[config.mk]
export PLATFORM = sky130hd
export DESIGN_NAME = serial_shift
export DESIGN_NICKNAME = d
export VERILOG_FILES = /design/src/core/serial_shift_pkg.sv /design/src/core/serial_shift.sv
export VERILOG_INCLUDE_DIRS = /design/src /design/src/core
export SDC_FILE = /design/constraint.sdc
export NUM_CORES = 1
export LEC_CHECK = 0
export BUFFER_PORTS_ARGS = -buffer_cell sky130_fd_sc_hd__buf_2
export CORE_MARGIN = 5
export CORE_UTILIZATION = 55
export CTS_CLUSTER_DIAMETER = 150
export DETAILED_ROUTE_END_ITERATION = 10
export PLACE_DENSITY_LB_ADDON = 0.05
export SKIP_LAST_GASP = 1
export SYNTH_ARGS = -nofsm -noshare
export SYNTH_HDL_FRONTEND = slang
export SYNTH_SLANG_ARGS = --single-unit
[constraint.sdc]
create_clock -name pclk -period 5.4 [get_ports pclk]
set_input_delay 0.54 -clock pclk [delete_from_list [all_inputs] [get_ports pclk]]
set_output_delay 0.54 -clock pclk [all_outputs]
set_load 0.02 [all_outputs]
[src/core/serial_shift_regs.svh]
`ifndef SERIAL_SHIFT_REGS_SVH
`define SERIAL_SHIFT_REGS_SVH

// ----------------------------------------------------------------------
// Register indices (byte address is four times the index)
// ----------------------------------------------------------------------
`define SSI_IDX_PIN_MODE    10'h004
`define SSI_IDX_MODE_A      10'h005
`define SSI_IDX_DATA_LOW    10'h006
`define SSI_IDX_DATA_HIGH   10'h007
`define SSI_IDX_MISC        10'h00c
`define SSI_IDX_IRQ_FLAGS   10'h023
`define SSI_IDX_MODE_B      10'h028
`define SSI_IDX_STATUS      10'h030
`define SSI_IDX_START       10'h031

// ----------------------------------------------------------------------
// Field positions
// ----------------------------------------------------------------------
`define SSI_IRQ_FLAG_BIT    2
`define SSI_MODE_B_RANGE    0
`define SSI_MODE_B_IDLE     1
`define SSI_PIN_OUT_SEL     0
`define SSI_PIN_IN_SEL      1
`define SSI_MISC_PMOS_OFF   2

// ----------------------------------------------------------------------
// Reset values
// ----------------------------------------------------------------------
`define SSI_RST_PIN_MODE    2'h0
`define SSI_RST_MODE_A      4'h0
`define SSI_RST_MODE_B      2'h0
`define SSI_RST_MISC        4'h0
`define SSI_RST_DATA        8'h00

// ----------------------------------------------------------------------
// Clock source codes and half periods of the shift clock, in pclk cycles
// ----------------------------------------------------------------------
`define SSI_SRC_SYSCLK      3'h6
`define SSI_SRC_EXTERNAL    3'h7
`define SSI_HALF_SYSCLK     13'h0001
`define SSI_HALF_DIV2048    13'h0800
`define SSI_HALF_DIV512     13'h0200
`define SSI_HALF_DIV128     13'h0080
`define SSI_HALF_DIV32      13'h0020
`define SSI_HALF_DIV8       13'h0008
`define SSI_HALF_DIV2       13'h0002
`define SSI_BITS_PER_XFER   3'h7

`endif

[src/core/serial_shift_pkg.sv]
package serial_shift_pkg;

  typedef enum logic [1:0] {
    ST_START_WAIT,
    ST_CLK_WAIT,
    ST_XFER,
    ST_CONT
  } ssi_state_t;

  typedef struct packed {
    logic       pin_en;
    logic [2:0] src;
  } mode_a_t;

  typedef struct packed {
    logic sck_out;
    logic sck_oe;
    logic so_out;
    logic so_oe;
  } serial_pins_t;

endpackage : serial_shift_pkg

[src/core/serial_shift.sv]
// Overview of operation
// - Each transfer shifts eight bits, sending and receiving through one data register.
// - With mode A bit 3 set, pin mode bits pick clock, transmit, receive or both.
// - Any mode A write initialises the interface whatever its state.
// - Serial output is low after reset until idle level set or a transfer sends data.
// - Start clears the bit counter and counts on each rising shift clock edge.
// - Eighth clock or abort clears the counter, sets the flag, stops shifting.
// - Prescaler codes divide by 2048..2 or 4096..4, period twice the ratio.
// - Reset enters start-wait, ignoring the clock; start enters clock-wait.
// - First falling clock in clock-wait shifts and enters the transfer state.
// - Pin mode 00 with internal clock enters continuous clock instead.
// - Mode A write in clock-wait returns to start-wait.
// - Start during transfer clears the counter and returns to clock-wait.
// - After eight clocks external goes clock-wait, internal stops clock to start-wait.
// - Mode A write during transfer aborts, initialises, enters start-wait.
// - Every exit from transfer sets the serial flag.
// - Continuous clock state drives only the clock and shifts no data.
// - Mode A write in continuous clock stops it and enters start-wait.
// - In idle states output follows the idle level bit, not during transfer.
// - A spurious external clock wraps early, sets flag, next clock re-enters transfer.
// - Clock pin follows mode A, data pins follow pin mode.
// - Software writes transmit data and reads received data in the shift register.
// - Data leaves LSB first on falling edges and enters on rising edges.
`include "serial_shift_regs.svh"

module serial_shift (
  input wire logic pclk,
  input wire logic presetn,
  input wire logic clk_en,
  input wire logic psel,
  input wire logic penable,
  input wire logic pwrite,
  input wire logic [11:0] paddr,
  input wire logic [31:0] pwdata,
  output logic [31:0] prdata,
  output logic pready,
  output logic pslverr,
  input wire logic sck_in,
  input wire logic si_in,
  output serial_shift_pkg::serial_pins_t pins,
  output logic serial_irq_flag
);
  import serial_shift_pkg::*;

  // --------------------------------------------------------------------
  // Helpers
  // --------------------------------------------------------------------
  function automatic logic [12:0] half_period(input logic [2:0] sel, input logic range_bit);
    logic [12:0] base;
    base = `SSI_HALF_SYSCLK;
    case (sel)
      3'h0: base = `SSI_HALF_DIV2048;
      3'h1: base = `SSI_HALF_DIV512;
      3'h2: base = `SSI_HALF_DIV128;
      3'h3: base = `SSI_HALF_DIV32;
      3'h4: base = `SSI_HALF_DIV8;
      3'h5: base = `SSI_HALF_DIV2;
      default: base = `SSI_HALF_SYSCLK;
    endcase
    // Range bit doubles every prescaler ratio; system clock is not scaled
    if (range_bit && sel < `SSI_SRC_SYSCLK) begin
      base = {base[11:0], 1'b0};
    end
    return base;
  endfunction : half_period

  function automatic logic reg_hit(input logic [11:0] addr, input logic [9:0] idx);
    return addr[11:2] == idx && addr[1:0] == 2'h0;
  endfunction : reg_hit

  // --------------------------------------------------------------------
  // State
  // --------------------------------------------------------------------
  ssi_state_t state_reg, state_next;
  mode_a_t mode_a_reg, mode_a_next;
  logic [1:0] mode_b_reg, mode_b_next;
  logic [1:0] pin_mode_reg, pin_mode_next;
  logic [3:0] misc_reg, misc_next;
  logic [7:0] shreg_reg, shreg_next;
  logic [2:0] cnt_reg, cnt_next;
  logic flag_reg, flag_next;
  logic [12:0] div_reg, div_next;
  logic sck_int_reg, sck_int_next;
  logic sck_prev_reg, sck_prev_next;
  logic so_reg, so_next;
  logic [31:0] prdata_reg, prdata_next;

  logic setup_ph, wr_acc, mapped;
  logic wr_mode_a, wr_start, wr_low, wr_high, flag_clr;
  logic ext_clk, int_clk, clk_run, fall, rise, rx_bit, set_flag;
  logic [12:0] half;

  // --------------------------------------------------------------------
  // APB decode
  // --------------------------------------------------------------------
  assign setup_ph = psel && !penable;
  assign wr_acc = psel && penable && pwrite && clk_en;
  assign mapped = reg_hit(paddr, `SSI_IDX_PIN_MODE) || reg_hit(paddr, `SSI_IDX_MODE_A) ||
                  reg_hit(paddr, `SSI_IDX_DATA_LOW) || reg_hit(paddr, `SSI_IDX_DATA_HIGH) ||
                  reg_hit(paddr, `SSI_IDX_MISC) || reg_hit(paddr, `SSI_IDX_IRQ_FLAGS) ||
                  reg_hit(paddr, `SSI_IDX_MODE_B) || reg_hit(paddr, `SSI_IDX_STATUS) ||
                  reg_hit(paddr, `SSI_IDX_START);
  // Zero wait states: every access completes in its first access cycle
  assign pready = 1'b1;
  assign pslverr = psel && penable && !mapped;

  assign wr_mode_a = wr_acc && reg_hit(paddr, `SSI_IDX_MODE_A);
  assign wr_start = wr_acc && reg_hit(paddr, `SSI_IDX_START);
  assign wr_low = wr_acc && reg_hit(paddr, `SSI_IDX_DATA_LOW);
  assign wr_high = wr_acc && reg_hit(paddr, `SSI_IDX_DATA_HIGH);
  assign flag_clr = wr_acc && reg_hit(paddr, `SSI_IDX_IRQ_FLAGS) &&
                    !pwdata[`SSI_IRQ_FLAG_BIT];

  // --------------------------------------------------------------------
  // Configuration registers
  // --------------------------------------------------------------------
  always_comb begin
    mode_a_next = mode_a_reg;
    mode_b_next = mode_b_reg;
    pin_mode_next = pin_mode_reg;
    misc_next = misc_reg;
    if (wr_mode_a) begin
      mode_a_next = mode_a_t'(pwdata[3:0]);
    end
    if (wr_acc && reg_hit(paddr, `SSI_IDX_MODE_B)) begin
      mode_b_next = pwdata[1:0];
    end
    if (wr_acc && reg_hit(paddr, `SSI_IDX_PIN_MODE)) begin
      pin_mode_next = pwdata[1:0];
    end
    if (wr_acc && reg_hit(paddr, `SSI_IDX_MISC)) begin
      misc_next = pwdata[3:0];
    end
  end

  always_ff @(posedge pclk or negedge presetn) begin
    if (!presetn) begin
      mode_a_reg <= mode_a_t'(`SSI_RST_MODE_A);
      mode_b_reg <= `SSI_RST_MODE_B;
      pin_mode_reg <= `SSI_RST_PIN_MODE;
      misc_reg <= `SSI_RST_MISC;
    end else if (clk_en) begin
      mode_a_reg <= mode_a_next;
      mode_b_reg <= mode_b_next;
      pin_mode_reg <= pin_mode_next;
      misc_reg <= misc_next;
    end
  end

  // --------------------------------------------------------------------
  // Read data, captured in the setup phase so it is a flop output
  // --------------------------------------------------------------------
  always_comb begin
    prdata_next = prdata_reg;
    if (setup_ph && !pwrite) begin
      prdata_next = 32'h0000_0000;
      if (reg_hit(paddr, `SSI_IDX_DATA_LOW)) begin
        prdata_next[3:0] = shreg_reg[3:0];
      end else if (reg_hit(paddr, `SSI_IDX_DATA_HIGH)) begin
        prdata_next[3:0] = shreg_reg[7:4];
      end else if (reg_hit(paddr, `SSI_IDX_IRQ_FLAGS)) begin
        prdata_next[`SSI_IRQ_FLAG_BIT] = flag_reg;
      end else if (reg_hit(paddr, `SSI_IDX_STATUS)) begin
        prdata_next[6:0] = {sck_in, sck_int_reg, cnt_reg, state_reg};
      end
    end
  end

  always_ff @(posedge pclk or negedge presetn) begin
    if (!presetn) begin
      prdata_reg <= 32'h0000_0000;
    end else if (clk_en) begin
      prdata_reg <= prdata_next;
    end
  end

  assign prdata = prdata_reg;

  // --------------------------------------------------------------------
  // Shift clock source
  // --------------------------------------------------------------------
  assign ext_clk = mode_a_reg.pin_en && mode_a_reg.src == `SSI_SRC_EXTERNAL;
  assign int_clk = mode_a_reg.pin_en && mode_a_reg.src != `SSI_SRC_EXTERNAL;
  assign half = half_period(mode_a_reg.src, mode_b_reg[`SSI_MODE_B_RANGE]);
  // Clock runs only while a transfer is pending, busy or continuous
  assign clk_run = int_clk && state_reg != ST_START_WAIT;
  assign rx_bit = pin_mode_reg[`SSI_PIN_IN_SEL] ? si_in : 1'b0;

  // --------------------------------------------------------------------
  // Transfer engine
  // --------------------------------------------------------------------
  always_comb begin
    state_next = state_reg;
    cnt_next = cnt_reg;
    shreg_next = shreg_reg;
    flag_next = flag_reg;
    div_next = div_reg;
    sck_int_next = sck_int_reg;
    so_next = so_reg;
    sck_prev_next = sck_in;
    set_flag = 1'b0;
    fall = 1'b0;
    rise = 1'b0;

    // Divider toggles every half period, giving a period of twice the ratio
    if (clk_run) begin
      if (div_reg >= half - 13'h0001) begin
        div_next = 13'h0000;
        sck_int_next = !sck_int_reg;
        fall = sck_int_reg;
        rise = !sck_int_reg;
      end else begin
        div_next = div_reg + 13'h0001;
      end
    end else begin
      div_next = 13'h0000;
      sck_int_next = 1'b1;
    end
    if (ext_clk) begin
      fall = sck_prev_reg && !sck_in;
      rise = !sck_prev_reg && sck_in;
    end

    case (state_reg)
      ST_START_WAIT: begin
        // Shift clock edges are ignored here
        if (wr_start) begin
          cnt_next = 3'h0;
          state_next = ST_CLK_WAIT;
        end
      end
      ST_CLK_WAIT: begin
        if (wr_start) begin
          cnt_next = 3'h0;
        end else if (fall) begin
          if (int_clk && pin_mode_reg == 2'h0) begin
            state_next = ST_CONT;
          end else begin
            so_next = shreg_reg[0];
            state_next = ST_XFER;
          end
        end
      end
      ST_XFER: begin
        if (wr_start) begin
          cnt_next = 3'h0;
          set_flag = 1'b1;
          state_next = ST_CLK_WAIT;
        end else begin
          if (fall) begin
            so_next = shreg_reg[0];
          end
          if (rise) begin
            shreg_next = {rx_bit, shreg_reg[7:1]};
            cnt_next = cnt_reg + 3'h1;
            if (cnt_reg == `SSI_BITS_PER_XFER) begin
              cnt_next = 3'h0;
              set_flag = 1'b1;
              // Internal clock stops on the eighth pulse; external waits for more
              state_next = int_clk ? ST_START_WAIT : ST_CLK_WAIT;
            end
          end
        end
      end
      ST_CONT: begin
        // Clock only, no shifting
        state_next = ST_CONT;
      end
      default: begin
        state_next = ST_START_WAIT;
      end
    endcase

    // Mode A write wins over everything and re-initialises the engine
    if (wr_mode_a) begin
      state_next = ST_START_WAIT;
      cnt_next = 3'h0;
      div_next = 13'h0000;
      sck_int_next = 1'b1;
      if (state_reg == ST_XFER) begin
        set_flag = 1'b1;
      end
    end

    if (state_next == ST_START_WAIT || state_next == ST_CLK_WAIT) begin
      so_next = mode_b_reg[`SSI_MODE_B_IDLE];
    end

    // Software loads are undefined mid transfer; later write simply wins
    if (wr_low) begin
      shreg_next[3:0] = pwdata[3:0];
    end
    if (wr_high) begin
      shreg_next[7:4] = pwdata[3:0];
    end

    // A set in the same cycle as a clear is kept
    if (set_flag) begin
      flag_next = 1'b1;
    end else if (flag_clr) begin
      flag_next = 1'b0;
    end
  end

  always_ff @(posedge pclk or negedge presetn) begin
    if (!presetn) begin
      state_reg <= ST_START_WAIT;
      cnt_reg <= 3'h0;
      shreg_reg <= `SSI_RST_DATA;
      flag_reg <= 1'b0;
      div_reg <= 13'h0000;
      sck_int_reg <= 1'b1;
      sck_prev_reg <= 1'b1;
      so_reg <= 1'b0;
    end else if (clk_en) begin
      state_reg <= state_next;
      cnt_reg <= cnt_next;
      shreg_reg <= shreg_next;
      flag_reg <= flag_next;
      div_reg <= div_next;
      sck_int_reg <= sck_int_next;
      sck_prev_reg <= sck_prev_next;
      so_reg <= so_next;
    end
  end

  // --------------------------------------------------------------------
  // Pins
  // --------------------------------------------------------------------
  always_comb begin
    pins.sck_out = sck_int_reg;
    pins.sck_oe = int_clk;
    pins.so_out = so_reg;
    // PMOS off turns the output into an open-drain pull-down
    pins.so_oe = pin_mode_reg[`SSI_PIN_OUT_SEL] &&
                 !(misc_reg[`SSI_MISC_PMOS_OFF] && so_reg);
  end

  assign serial_irq_flag = flag_reg;

endmodule : serial_shift

**Word-level counts from Yosys, hierarchy flattened**

Index checks and enable logic that the tools add are counted.

- $add $sub $neg: 3
- Multiply operators: 0
- Div/mod/pow operators: 0
- Magnitude comparators: 2
- Equality and inequality tests: 31
- Shift operators: 0
- Mux-type cells: 59
- Bitwise operators: 0
- Reductions and logical operators: 75

Operators with widths:

| operator | number |
|---|---|
| $pmux W12 S6 | 1 |
| $mux W13 | 4 |
| $eq A10 B3 Y1 const B | 4 |
| $eq A10 B6 Y1 const B | 4 |
| $logic_and A1 B1 Y1 | 33 |
| $mux W1 | 27 |
| $mux W8 | 3 |
| $mux W3 | 7 |
| $mux W4 | 5 |
| $mux W2 | 8 |
| $reduce_and A2 Y1 | 7 |
| $add A13 B1 Y13 const B | 1 |
| $ge A13 B13 Y1 | 1 |
| $sub A13 B1 Y13 const B | 1 |
| $eq A3 B3 Y1 const B | 4 |
| $ne A3 B3 Y1 const B | 4 |
| $reduce_and A4 Y1 | 3 |
| $reduce_bool A2 Y1 | 6 |
| $eq A10 B4 Y1 const B | 1 |
| $logic_or A1 B1 Y1 | 9 |
| $ne A3 B2 Y1 const B | 3 |
| $logic_not A1 Y1 | 8 |
| $logic_not A2 Y1 | 4 |
| $pmux W2 S4 | 1 |
| 16 further kinds | 21 |

- Register bits after elaboration: 48
- Latch bits: 0
- Memory bits (writable): 0
- Memory bits (read-only): 0
- Input port bits: 52
- Output and inout port bits: 39
- Logic and storage cells: 185
- Memories: 0

**Logic depth before layout (Yosys ltp)**

Gate-level depths: netlist of run 1.

- Depth after elaboration: 16
- Depth in mapped cells: 18
- Mapped depth without buffers: 15

**Worst setup path before layout of run 1**

Ideal clock, no wire load.

- Path type: flip-flop to flip-flop
- Start point: register mode_a_reg[0] in the netlist's numbering
- End point: register shreg_reg[0]
- Library setup time: 0.127 ns
- Arrival time: 3.336 ns
- Required time: 5.273 ns
- Setup slack: 1.937 ns
- Stages on the path, launching flop included: 17
- Buffers on the path: 2
- Clock period less this slack: 3.463 ns
- Cells stage by stage: dfrtp_1 clkbuf_1 nand4_1 ha_1 clkbuf_1 nor3_1 inv_1 o21ai_0 a22oi_1 ha_1 nand2_1 o21ai_0 nand2b_1 a311o_1 a21oi_1 o21a_2 mux2_1

- Word-level cells in the longest chain between the ends: 10
- Elaborated cells between the ends (all ways): 22
- Those cells by class: add/sub (1); order compare (2); eq/ne (7); mux (5); reduce/logical (7)

Ends and longest elaborated chain:

| what | line | source |
|---|---|---|
| start, declared | serial_shift.sv:75 | `mode_a_t mode_a_reg, mode_a_next;` |
| start signal, assigned | serial_shift.sv:138 | `` mode_a_reg <= mode_a_t'(`SSI_RST_MODE_A); `` |
| start signal, assigned | serial_shift.sv:143 | `mode_a_reg <= mode_a_next;` |
| $eq A3 B3 Y1, or another cell as far along | serial_shift.sv:51 | `case (sel)` |
| $pmux W12 S6 / $logic_and A1 B1 Y1 (equally long branches) | - |  |
| $mux W13 | serial_shift.sv:61 | `` if (range_bit && sel < `SSI_SRC_SYSCLK) begin `` |
| $sub A13 B1 Y13 | serial_shift.sv:207 | `if (div_reg >= half - 13'h0001) begin` |
| $ge A13 B13 Y1 | serial_shift.sv:207 |  |
| $mux W1 | serial_shift.sv:207 |  |
| $mux W1 | serial_shift.sv:206 | `if (clk_run) begin` |
| $mux W1 (*) | serial_shift.sv:219 | `if (ext_clk) begin` |
| $reduce_bool A2 Y1 (no source line) (*) | - |  |
| $reduce_and A4 Y1 (no source line) (*) | - |  |
| end signal, assigned | serial_shift.sv:309 | `` shreg_reg <= `SSI_RST_DATA; `` |
| end signal, assigned | serial_shift.sv:318 | `shreg_reg <= shreg_next;` |
| end, declared | serial_shift.sv:79 | `logic [7:0] shreg_reg, shreg_next;` |

Every way passes the cells marked *; elsewhere a longest branch is shown, timed or not.
A chain may end at the register's enable or synchronous reset.

**Worst setup path after layout of run 1**

- Start point: register mode_a_reg[1] in the netlist's numbering
- End point: register shreg_reg[0]

The elaborated chain is that of the path after synthesis.

==> results of run 1 <==
[kinds of logic after synthesis]
kind of cell / Yosys count / synth area share, %
buffers and inverters: 58 / 10.3
other: 2 / 0.231
DFF: 46 / 35.4
muxes: 24 / 8.23
xor gates and xnor gates: 9 / 2.42
and+or+nand+nor: 126 / 20.3
adders and majority gates: 17 / 6.54
AOI/OAI and AO/OA: 81 / 16.5
[Yosys cell counts, drive strengths merged, types with 3 or more instances]
cell / count / area, um2
clkbuf: 5 / 18.8
a21oi: 18 / 90.1
o21a: 3 / 25.0
nor4b: 6 / 65.1
ha: 17 / 213
nand4: 9 / 62.6
o211ai: 3 / 22.5
nor3: 6 / 30.0
nand3: 16 / 80.1
xor2: 5 / 43.8
inv: 18 / 67.6
xnor2: 4 / 35.0
nand2: 33 / 124
a31oi: 4 / 25.0
buf: 35 / 250
dfrtp: 44 / 1100
o21ai: 25 / 125
a222oi: 3 / 30.0
and3: 9 / 56.3
and2: 4 / 25.0
a22oi: 3 / 22.5
mux2: 22 / 248
nor2: 31 / 116
[metrics by stage]
step,utilization [%],setup WS (ns)
3_5_place_dp,57.4,1.51
3_3_place_gp,57.4,1.61
5_1_grt,58.8,1.05
6_report,58.8,1.42
2_1_floorplan,-,1.94
4_1_cts,58.8,1.47
[report_power, final]
part           leakage, nW  internal, mW  switching [mW]  total [mW]
sequential           0.605         0.355         0.00718       0.362
clock               0.0450        0.0899           0.117       0.207
combinational        0.976        0.0253          0.0644      0.0898
total                 1.63         0.470           0.188       0.658
[cell type report]
class                      count  area share [%]
clock inverter                 2           0.291
inverter                      18            1.97
timing repair buffer          36            5.24
sequential                    46            33.6
tap                           75            2.73
clock buffer                   6            2.11
multi-input combinational    283            54.1
[path summary, 6_finish.rpt]
check	startpoint	to	cells after the start
max	mode_a_reg[1]$_DFFE_PN0P_	shreg_reg[0]$_DFFE_PN0P_	15
min	presetn	div_reg[2]$_DFFE_PN0P_	1
max reg2reg	mode_a_reg[1]$_DFFE_PN0P_	shreg_reg[0]$_DFFE_PN0P_	15
min reg2reg	misc_reg[2]$_DFFE_PN0P_	misc_reg[2]$_DFFE_PN0P_	1
max in group asynchronous	presetn	shreg_reg[3]$_DFFE_PN0P_	1
min in group pclk	misc_reg[2]$_DFFE_PN0P_	misc_reg[2]$_DFFE_PN0P_	1
[per-layer routing]
layer	wire [um]	GRT usage (%)
met1	3510	31.1
met2	3060	29.1
met3	595	2.93
met4	89	5.81
met5	0	0
==> flow_metrics.py, run 1 <==
metrics = {
    "finish": {
        "drive_above_1_share_pct": 16.4,
        "multiInputGateArea_mm2": 0.00186,
        "area_growth_syn_to_layout_pct": 5.65,
        "regArea_mm2": 0.00115,
        "n_fill_cell": 550,
        "layout_common_cells": "44 x dfrtp_1, 36 x buf_2, 33 x nand2_1",
        "antenna_cells": 0,
        "mostFrequentLayoutCell": "dfrtp_1",
        "instances_no_fill": 466,
        "nNetsFinal": 459,
        "largest_reg_flops": 13,
        "post-route-cell-area_mm2": 0.00344,
    },
    "min_path": {
        "hold_path.class": "in2async",
    },
    "floorplan": {
        "die_area_mm2": 0.00756,
        "die_x_um": 86.9,
        "die_h_um": 86.9,
        "row_count": 28,
        "pin_count": 91,
        "start_util_pct": 55.6,
        "core_area_mm2": 0.00585,
    },
    "synthesis": {
        "synth_seq_cells": 46,
        "yosys_most_used_dff": "dfrtp_1",
        "syn_avg_cell_area_um2": 8.97,
        "synth_edf_count": 0,
        "yosysWarningCount": 0,
        "synthDistinctLibCells": 61,
        "synthArstFlopShare_pct": 100,
        "syn_area_mm2": 0.00325,
        "seq_area_frac_synth_pct": 35.4,
        "synthCells": 363,
    },
    "global_routing": {
        "grt_pass1_vias": 2472,
        "grt_max_degree": 47,
        "grtUsageTotal_pct": 20.2,
        "grt_pass1_wl_mm": 12.1,
        "grt_overflow_total": 0,
        "antenna_found_initial": 0,
    },
    "job": {
        "drv_cap": 0,
    },
    "critical_path": {
        "critical_path_class": "reg2reg",
        "critPathBufInv": 2,
        "cp.arrival_ns": 4.16,
        "ff2ff_setup_slack_ns": 1.42,
        "path_delay_family": "compound AO/OA/AOI/OAI gates",
        "critPathMaxStageDelay_ns": 0.48,
        "cp.required_ns": 5.58,
        "slowest_stage": "dfrtp_1",
        "cp-end-kind": "register",
        "cp_max_fo": 9,
        "start_kind": "register",
        "crit_chain": "inv_1 > nand4_1 > ha_1 > nor3_1 > inv_1 > o21ai_0 > a22oi_1 > ha_1 > nand2_1 > o21ai_0 > nand2b_1 > a311o_1 > a21oi_1 > o21a_2 > mux2_1",
    },
    "placed_design": {
        "place_area_mm2": 0.00336,
        "io_buffers": 36,
        "dp_cells": 458,
        "gp_congestion": 0.917,
        "hpwl_mm": 5.49,
    },
    "timing": {
        "tightest_slew_ns": 1.23,
        "fin_skew_ns": 0.00860,
        "drv_slew": 0,
        "fmax_mhz": 251,
        "max-slew-margin-rel_pct": 17.6,
        "fin_hold_ws_ns": 0.395,
        "fin_crit_sh_pct": 73.7,
        "rsz0062_at_grt": "no",
        "finalSetupViolations": 0,
        "finalCriticalPeriod_ns": 3.98,
        "finalHoldViolations": 0,
        "tns_ns": 0,
    },
    "clock_tree": {
        "cts_tree": "built",
        "cts_buffers": 5,
        "cts.sinks": 46,
        "cts_hold_buffers": 0,
        "path_clk_slew_ns": 0.09,
        "ctsLongestPathBuffers": 2,
        "ctsResizeCount": 0,
        "htree_levels": 2,
        "clk_latency_ns": 0.30,
        "root_buffer": "clkbuf_8",
        "post_cts_buffers": 0,
    },
    "detailed_routing": {
        "viasPerCell": 5.72,
        "wire_per_inst_um": 15.6,
        "antenna_left": 0,
        "drt_iter0_drc": 289,
        "dr.pass1.iters": 5,
        "remaining_drc_errors": 0,
        "vias": 2666,
        "wirelength_mm": 7.26,
    },
    "power_and_ir_drop": {
        "power_leakage_nw": 1.63,
        "p_per_area_mw_per_mm2": 191,
        "vdd_drop_max_mv": 0.120,
        "power.total_uw": 658,
    },
    "status": {
        "status": "complete, no violations",
    },
}
Note: power is estimated with default switching activity, not from simulation.
==> run 2: changes to the inputs <==
--- a/config.mk
+++ b/config.mk
@@ -8,7 +8,7 @@
 export LEC_CHECK = 0
 export BUFFER_PORTS_ARGS = -buffer_cell sky130_fd_sc_hd__buf_2
 export CORE_MARGIN = 5
-export CORE_UTILIZATION = 55
+export CORE_UTILIZATION = 48
 export CTS_CLUSTER_DIAMETER = 150
 export DETAILED_ROUTE_END_ITERATION = 10
 export PLACE_DENSITY_LB_ADDON = 0.05
==> constraint.sdc (replaced) <==
create_clock -name pclk -period 3.6 [get_ports pclk]
set_input_delay 0.36 -clock pclk [delete_from_list [all_inputs] [get_ports pclk]]
set_output_delay 0.36 -clock pclk [all_outputs]
set_load 0.02 [all_outputs]
==> run 2 against run 1 <==
  * Sequential cell count unchanged
  * Sequential power grew 50%
  * Critical path depth shrank 1
  * Largest power group unchanged
  * Design area up 4.1%
  * First-iteration DRC count is 54% lower
  * Clock power increased by 61%
==> flow_metrics.py, run 2 (same netlist as run 1, synthesis figures left out) <==
metrics = {
    "status": {
        "status": "complete, no violations",
    },
    "clock_tree": {
        "root_buffer": "clkbuf_8",
        "htree_levels": 2,
        "cts_tree": "built",
        "cts_hold_buffers": 0,
        "clk_latency_ns": 0.30,
        "ctsLongestPathBuffers": 2,
        "cts_buffers": 5,
        "cts.sinks": 46,
        "path_clk_slew_ns": 0.09,
    },
    "global_routing": {
        "grt_max_degree": 47,
        "grt_overflow_total": 0,
        "grt_pass1_wl_mm": 12.8,
        "antenna_found_initial": 0,
        "grt_pass1_vias": 2683,
        "grtUsageTotal_pct": 18.6,
    },
    "timing": {
        "fmax_mhz": 299,
        "finalSetupViolations": 0,
        "finalHoldViolations": 0,
        "fin_crit_sh_pct": 92.9,
        "tns_ns": 0,
        "max-slew-margin-rel_pct": 31.0,
        "setup_ws_ns": 0.256,
        "finalCriticalPeriod_ns": 3.34,
        "rsz0062_at_grt": "no",
        "fin_skew_ns": 0.00611,
        "drv_slew": 0,
        "tightest_slew_ns": 1.03,
    },
    "detailed_routing": {
        "dr.pass1.iters": 5,
        "wirelength_mm": 7.68,
        "remaining_drc_errors": 0,
        "antenna_left": 0,
        "vias": 2703,
        "viasPerCell": 5.56,
        "wire_per_inst_um": 15.8,
        "drt_iter0_drc": 132,
    },
    "min_path": {
        "hold_path.class": "in2async",
    },
    "power_and_ir_drop": {
        "power_leakage_nw": 1.71,
        "combPwrFrac_pct": 13.5,
        "swShare_pct": 28.2,
        "p_per_area_mw_per_mm2": 283,
        "vdd_drop_max_mv": 0.147,
        "clockPowerShare_pct": 32.9,
        "netSwitchingPower_uw": 286,
        "power.internal_uw": 726,
        "p_seq_share_pct": 53.6,
    },
    "placed_design": {
        "place_ws_ns": 0.0332,
        "io_buffers": 36,
        "hpwl_mm": 5.88,
        "dp_cells": 477,
        "gp_congestion": 0.900,
        "place_area_mm2": 0.00347,
    },
    "critical_path": {
        "cp.required_ns": 3.79,
        "cp-end-kind": "register",
        "critical_path_class": "reg2reg",
        "r2r-start": "mode_b_reg[0]$_DFFE_PN0P_",
        "cp_max_fo": 4,
        "cp.arrival_ns": 3.53,
        "start_kind": "register",
        "ff2ff_setup_slack_ns": 0.26,
        "rr_worst_depth": 14,
        "reg2reg_to": "shreg_reg[7]$_DFFE_PN0P_",
    },
    "floorplan": {
        "die_h_um": 92.3,
        "die_area_mm2": 0.00853,
        "core_area_mm2": 0.00668,
        "pin_count": 91,
        "die_x_um": 92.3,
        "row_count": 30,
        "start_util_pct": 48.7,
    },
    "finish": {
        "fin_util_pct": 53.6,
        "instances_no_fill": 486,
        "post-route-cell-area_mm2": 0.00358,
        "layout_common_cells": "44 x dfrtp_1, 36 x buf_2, 33 x nand2_1",
        "antenna_cells": 0,
        "nNetsFinal": 474,
        "largest_reg_flops": 13,
        "drive_above_1_share_pct": 20.2,
        "area_growth_syn_to_layout_pct": 10.0,
        "mostFrequentLayoutCell": "dfrtp_1",
    },
    "job": {
        "drv_cap": 0,
    },
}
[run 2: changes by cell type in the layout (fill, tap and decap cells not counted)]
cell,change
buf_4,+15
a21oi_2,+1
o21ai_1,+1
clkbuf_8,+1
o21ai_0,-1
a21oi_1,-1
nor3_1,-2
nor3_2,+2
clkinv_2,-1
[run 2: worst max-delay path by stage]
stage                                    startpoint                  endpoint  slack [ns]  cells after the start
final                     mode_b_reg[0]$_DFFE_PN0P_  shreg_reg[7]$_DFFE_PN0P_        0.26                     14
after global routing      mode_b_reg[0]$_DFFE_PN0P_  shreg_reg[4]$_DFFE_PN0P_        0.06                     15
after detailed placement  mode_b_reg[0]$_DFFE_PN0P_  shreg_reg[1]$_DFFE_PN0P_        0.03                     15
after CTS                 mode_b_reg[0]$_DFFE_PN0P_  shreg_reg[1]$_DFFE_PN0P_        0.04                     15
after floorplan           mode_a_reg[0]$_DFFE_PN0P_  shreg_reg[0]$_DFFE_PN0P_        0.14                     16
after global placement    mode_b_reg[0]$_DFFE_PN0P_  shreg_reg[2]$_DFFE_PN0P_        0.08                     15
[run 2: worst max-delay path: stages (launching register included)]
cell	delay, ns
dfrtp_1	0.39
inv_1	0.13
nand4_1	0.12
ha_1	0.23
nor3_2	0.20
buf_4	0.14
a21oi_1	0.06
ha_1	0.30
nand4_1	0.13
nor3_2	0.23
o31ai_2	0.13
a311o_1	0.38
a21oi_2	0.22
o21a_2	0.22
mux2_2	0.34
[run 2: final cells by class]
cell class / instances / area [um2]
tap: 80 / 100
multi-input combinational: 283 / 1870
clock inverter: 1 / 5.00
fill: 637 / 3100
inverter: 18 / 67.6
timing repair buffer: 51 / 293
sequential: 46 / 1150
clock buffer: 7 / 86.3
[run 2: repair_timing]
item,in CTS,in global routing
endpoints found under the setup margin,0,13
resized for setup,0,4
setup buffers,0,1
[run 2: power groups by stage]
| stage | registers, mW | logic, mW | clock network (mW) |
|---|---|---|---|
| 2_1_floorplan | 0.565 | 0.0912 | 0 |
| 3_3_place_gp | 0.553 | 0.136 | 0 |
| 5_1_grt | 0.544 | 0.152 | 0.369 |
| 4_1_cts | 0.543 | 0.138 | 0.348 |
| 6_report | 0.542 | 0.137 | 0.333 |
| 3_5_place_dp | 0.553 | 0.137 | 0 |
[run 2: per-layer routing]
layer / share of wire [%] / vias up / wire (um) / GRT usage (%)
li1: - / 1345 / - / -
met1: 43 / 1292 / 3310 / 21.8
met3: 3.8 / 14 / 290 / 3.90
met5: 0 / - / 0 / 0
met4: 1.8 / 0 / 138 / 6.68
met2: 51 / 52 / 3940 / 33.5
[run 2: stage by stage]
stage | power, mW | hold WS [ns]
6_report | 1.01 | 0.237
5_1_grt | 1.06 | 0.335
4_1_cts | 1.03 | 0.278
3_3_place_gp | 0.689 | 0.495
2_1_floorplan | 0.656 | 0.0644
3_5_place_dp | 0.690 | 0.492
==> run 3: changes to the inputs <==
--- a/config.mk
+++ b/config.mk
@@ -6,6 +6,7 @@
 export SDC_FILE = /design/constraint.sdc
 export NUM_CORES = 1
 export LEC_CHECK = 0
+export ABC_AREA = 1
 export BUFFER_PORTS_ARGS = -buffer_cell sky130_fd_sc_hd__buf_2
 export CORE_MARGIN = 5
 export CORE_UTILIZATION = 48
==> run 3 against run 2 <==
  * Routed wire length is 1.6% higher
  * Sequential cell count stayed put
  * Cell count is 21% higher
  * Hold slack better by 0.0051 ns
  * Total power is 6.1% higher
  * Count of clock-buffer cells in the layout stayed put
  * Largest power group unchanged
  * Highest routed layer unchanged
==> flow_metrics.py, run 3 <==
metrics = {
    "clock_tree": {
        "htree_levels": 2,
        "clk_latency_ns": 0.30,
        "cts_tree": "built",
        "cts_hold_buffers": 0,
        "ctsLongestPathBuffers": 2,
        "cts.sinks": 46,
        "path_clk_slew_ns": 0.09,
        "root_buffer": "clkbuf_8",
        "cts_buffers": 5,
    },
    "synthesis": {
        "synthTopCellsByCount": "92 x nand2_1, 62 x inv_1, 44 x dfrtp_1",
        "synth_fa_ha_area_share_pct": 6.30,
        "synthCells": 448,
        "syn_avg_cell_area_um2": 7.54,
        "synth_top_family_by_area": "simple AND/OR/NAND/NOR gates",
        "synth_compound_area_share_pct": 14.1,
        "synthArstFlopShare_pct": 100,
        "synthDistinctLibCells": 45,
        "syn_area_mm2": 0.00338,
        "yosys.area.top_type": "dfrtp_1",
        "yosys.area_share.simple_pct": 27.0,
        "yosys_most_used_dff": "dfrtp_1",
        "synthMuxAreaShare_pct": 0.593,
        "seq_area_frac_synth_pct": 34.2,
        "synth_xor_area_share_pct": 2.34,
        "yosysWarningCount": 0,
        "synth_edf_count": 0,
        "yosysTopAreaCellShare_pct": 32.6,
        "ys_top_cells_by_area": "dfrtp_1 33%, nand2_1 10%, inv_1 6.9%, buf_4 6.4%, ha_1 6.3%",
        "yosysMostFrequentCell": "nand2_1",
        "synth_seq_cells": 46,
    },
    "finish": {
        "n_fill_cell": 675,
        "fin_util_pct": 54.8,
        "antenna_cells": 0,
        "drive_above_1_share_pct": 18.7,
        "post-route-cell-area_mm2": 0.00375,
        "nNetsFinal": 560,
        "mostFrequentLayoutCell": "nand2_1",
        "largest_reg_flops": 13,
        "layout_common_cells": "88 x nand2_1, 61 x inv_1, 41 x dfrtp_1",
        "area_growth_syn_to_layout_pct": 11.0,
    },
    "timing": {
        "tightest_slew_ns": 1.05,
        "fin_skew_ns": 0.0109,
        "fmax_mhz": 304,
        "finalCriticalPeriod_ns": 3.28,
        "finalHoldViolations": 0,
        "fin_hold_ws_ns": 0.242,
        "drv_slew": 0,
        "finalSetupViolations": 0,
        "max-slew-margin-rel_pct": 29.9,
        "fin_crit_sh_pct": 91.2,
    },
    "global_routing": {
        "grt_overflow_total": 0,
        "grt_pass1_wl_mm": 13.3,
        "grt_pass1_vias": 2873,
        "grt_max_degree": 47,
        "antenna_found_initial": 0,
        "grtUsageTotal_pct": 18.8,
    },
    "critical_path": {
        "start_kind": "register",
        "cp_max_fo": 4,
        "critPathMaxStageDelay_ns": 0.41,
        "ff2ff_setup_slack_ns": 0.32,
        "cp-end-kind": "register",
        "cp.required_ns": 3.81,
        "crit_top_cell": "nand2_1",
        "slowest_stage": "dfrtp_2",
        "crit_chain": "buf_4 > nand2_2 > ha_2 > nand4_1 > nor4_4 > buf_4 > mux2i_1 > ha_1 > nand2_1 > nand2_1 > nand3_1 > nand2_1 > nor2_2 > nand3_2 > buf_4 > nand2_1 > nand2_1 > nand3_1 > nand2_1 > nand2_2 > nand2_2 > nand3_1 > nand2_1",
        "cp.arrival_ns": 3.49,
        "critical_path_class": "reg2reg",
    },
    "power_and_ir_drop": {
        "power_leakage_nw": 1.82,
        "vdd_drop_max_mv": 0.147,
        "p_per_area_mw_per_mm2": 287,
    },
    "floorplan": {
        "core_area_mm2": 0.00683,
        "row_count": 30,
        "start_util_pct": 49.4,
        "die_area_mm2": 0.00881,
        "die_x_um": 93.9,
        "pin_count": 91,
        "die_h_um": 93.9,
    },
    "placed_design": {
        "gp_congestion": 0.889,
        "io_buffers": 36,
        "place_area_mm2": 0.00353,
        "hpwl_mm": 6.14,
    },
    "status": {
        "status": "complete, no violations",
    },
    "job": {
        "drv_cap": 0,
    },
    "min_path": {
        "hold_path.class": "in2async",
    },
    "detailed_routing": {
        "dr_wl_met2_mm": 4.11,
        "viasPerCell": 5.05,
        "dr.pass1.iters": 4,
        "wirelength_mm": 7.79,
        "wl_met1_mm": 3.30,
        "highest_layer": "met4",
        "antenna_left": 0,
        "wl_met3_um": 247,
        "wire_per_inst_um": 13.3,
        "drt_iter0_drc": 80,
        "remaining_drc_errors": 0,
        "vias": 2967,
    },
}
## run 3: area by class of cell
class / count / area (um2) / area share (%)
clock buffer: 7 / 76.3 / 2.04
timing repair buffer: 46 / 255 / 6.81
tap: 96 / 120 / 3.21
multi-input combinational: 322 / 1840 / 49.2
inverter: 70 / 263 / 7.01
clock inverter: 1 / 30.0 / 0.802
sequential: 46 / 1160 / 30.9
## run 3: cells by family after synthesis
kind of cell | count (synthesis)
simple gates | 192
buf+inv | 104
compound gates | 76
flops | 46
fa+ha+maj | 17
xor+xnor | 9
other cells | 2
mux | 2
## run 3: power by group
part	internal [mW]	switching (mW)
Clock	0.208	0.176
Sequential	0.528	0.0159
Combinational	0.0390	0.107
Total	0.775	0.299
## run 3: timing repair
item	CTS	global route
endpoints found under the setup margin	0	22
buffers inserted	0	8
gates resized for setup	0	16
## run 3: critical path: cells and delay by family (launching register included)
kind / cells / cell delay [ns]
flip-flops: 1 / 0.41
buffers and inverters: 3 / 0.47
AND/OR/NAND/NOR: 17 / 1.69
adder cells (fa/ha/maj): 2 / 0.43
multiplexers: 1 / 0.19
## run 3: path summary, 6_finish.rpt
path | startpoint | to | cells past startpoint
hold / removal | presetn | div_reg[2]$_DFFE_PN0P_ | 1
setup / recovery | mode_a_reg[1]$_DFFE_PN0P_ | so_reg$_DFFE_PN0P_ | 23
setup reg to reg | mode_a_reg[1]$_DFFE_PN0P_ | so_reg$_DFFE_PN0P_ | 23
max in group asynchronous | presetn | mode_b_reg[0]$_DFFE_PN0P_ | 1
hold reg to reg | misc_reg[2]$_DFFE_PN0P_ | misc_reg[2]$_DFFE_PN0P_ | 2
min in group pclk | sck_in | sck_prev_reg$_DFFE_PN1P_ | 3
## run 3: stage by stage
stage	setup TNS [ns]	instances	total power [mW]	setup WS [ns]
6_report	0	588	1.07	0.316
5_1_grt	-0.0522	588	1.13	-0.0264
4_1_cts	0	580	1.08	0.219
3_5_place_dp	0	572	0.697	0.244
3_3_place_gp	0	572	0.695	0.319
2_1_floorplan	0	472	0.667	0.612
## run 3: layer usage
| layer | track usage, % | up-vias |
|---|---|---|
| met5 | 0 | - |
| met4 | 4.69 | 0 |
| met3 | 2.88 | 11 |
| met2 | 34.5 | 49 |
| met1 | 22.9 | 1407 |
| li1 | - | 1500 |
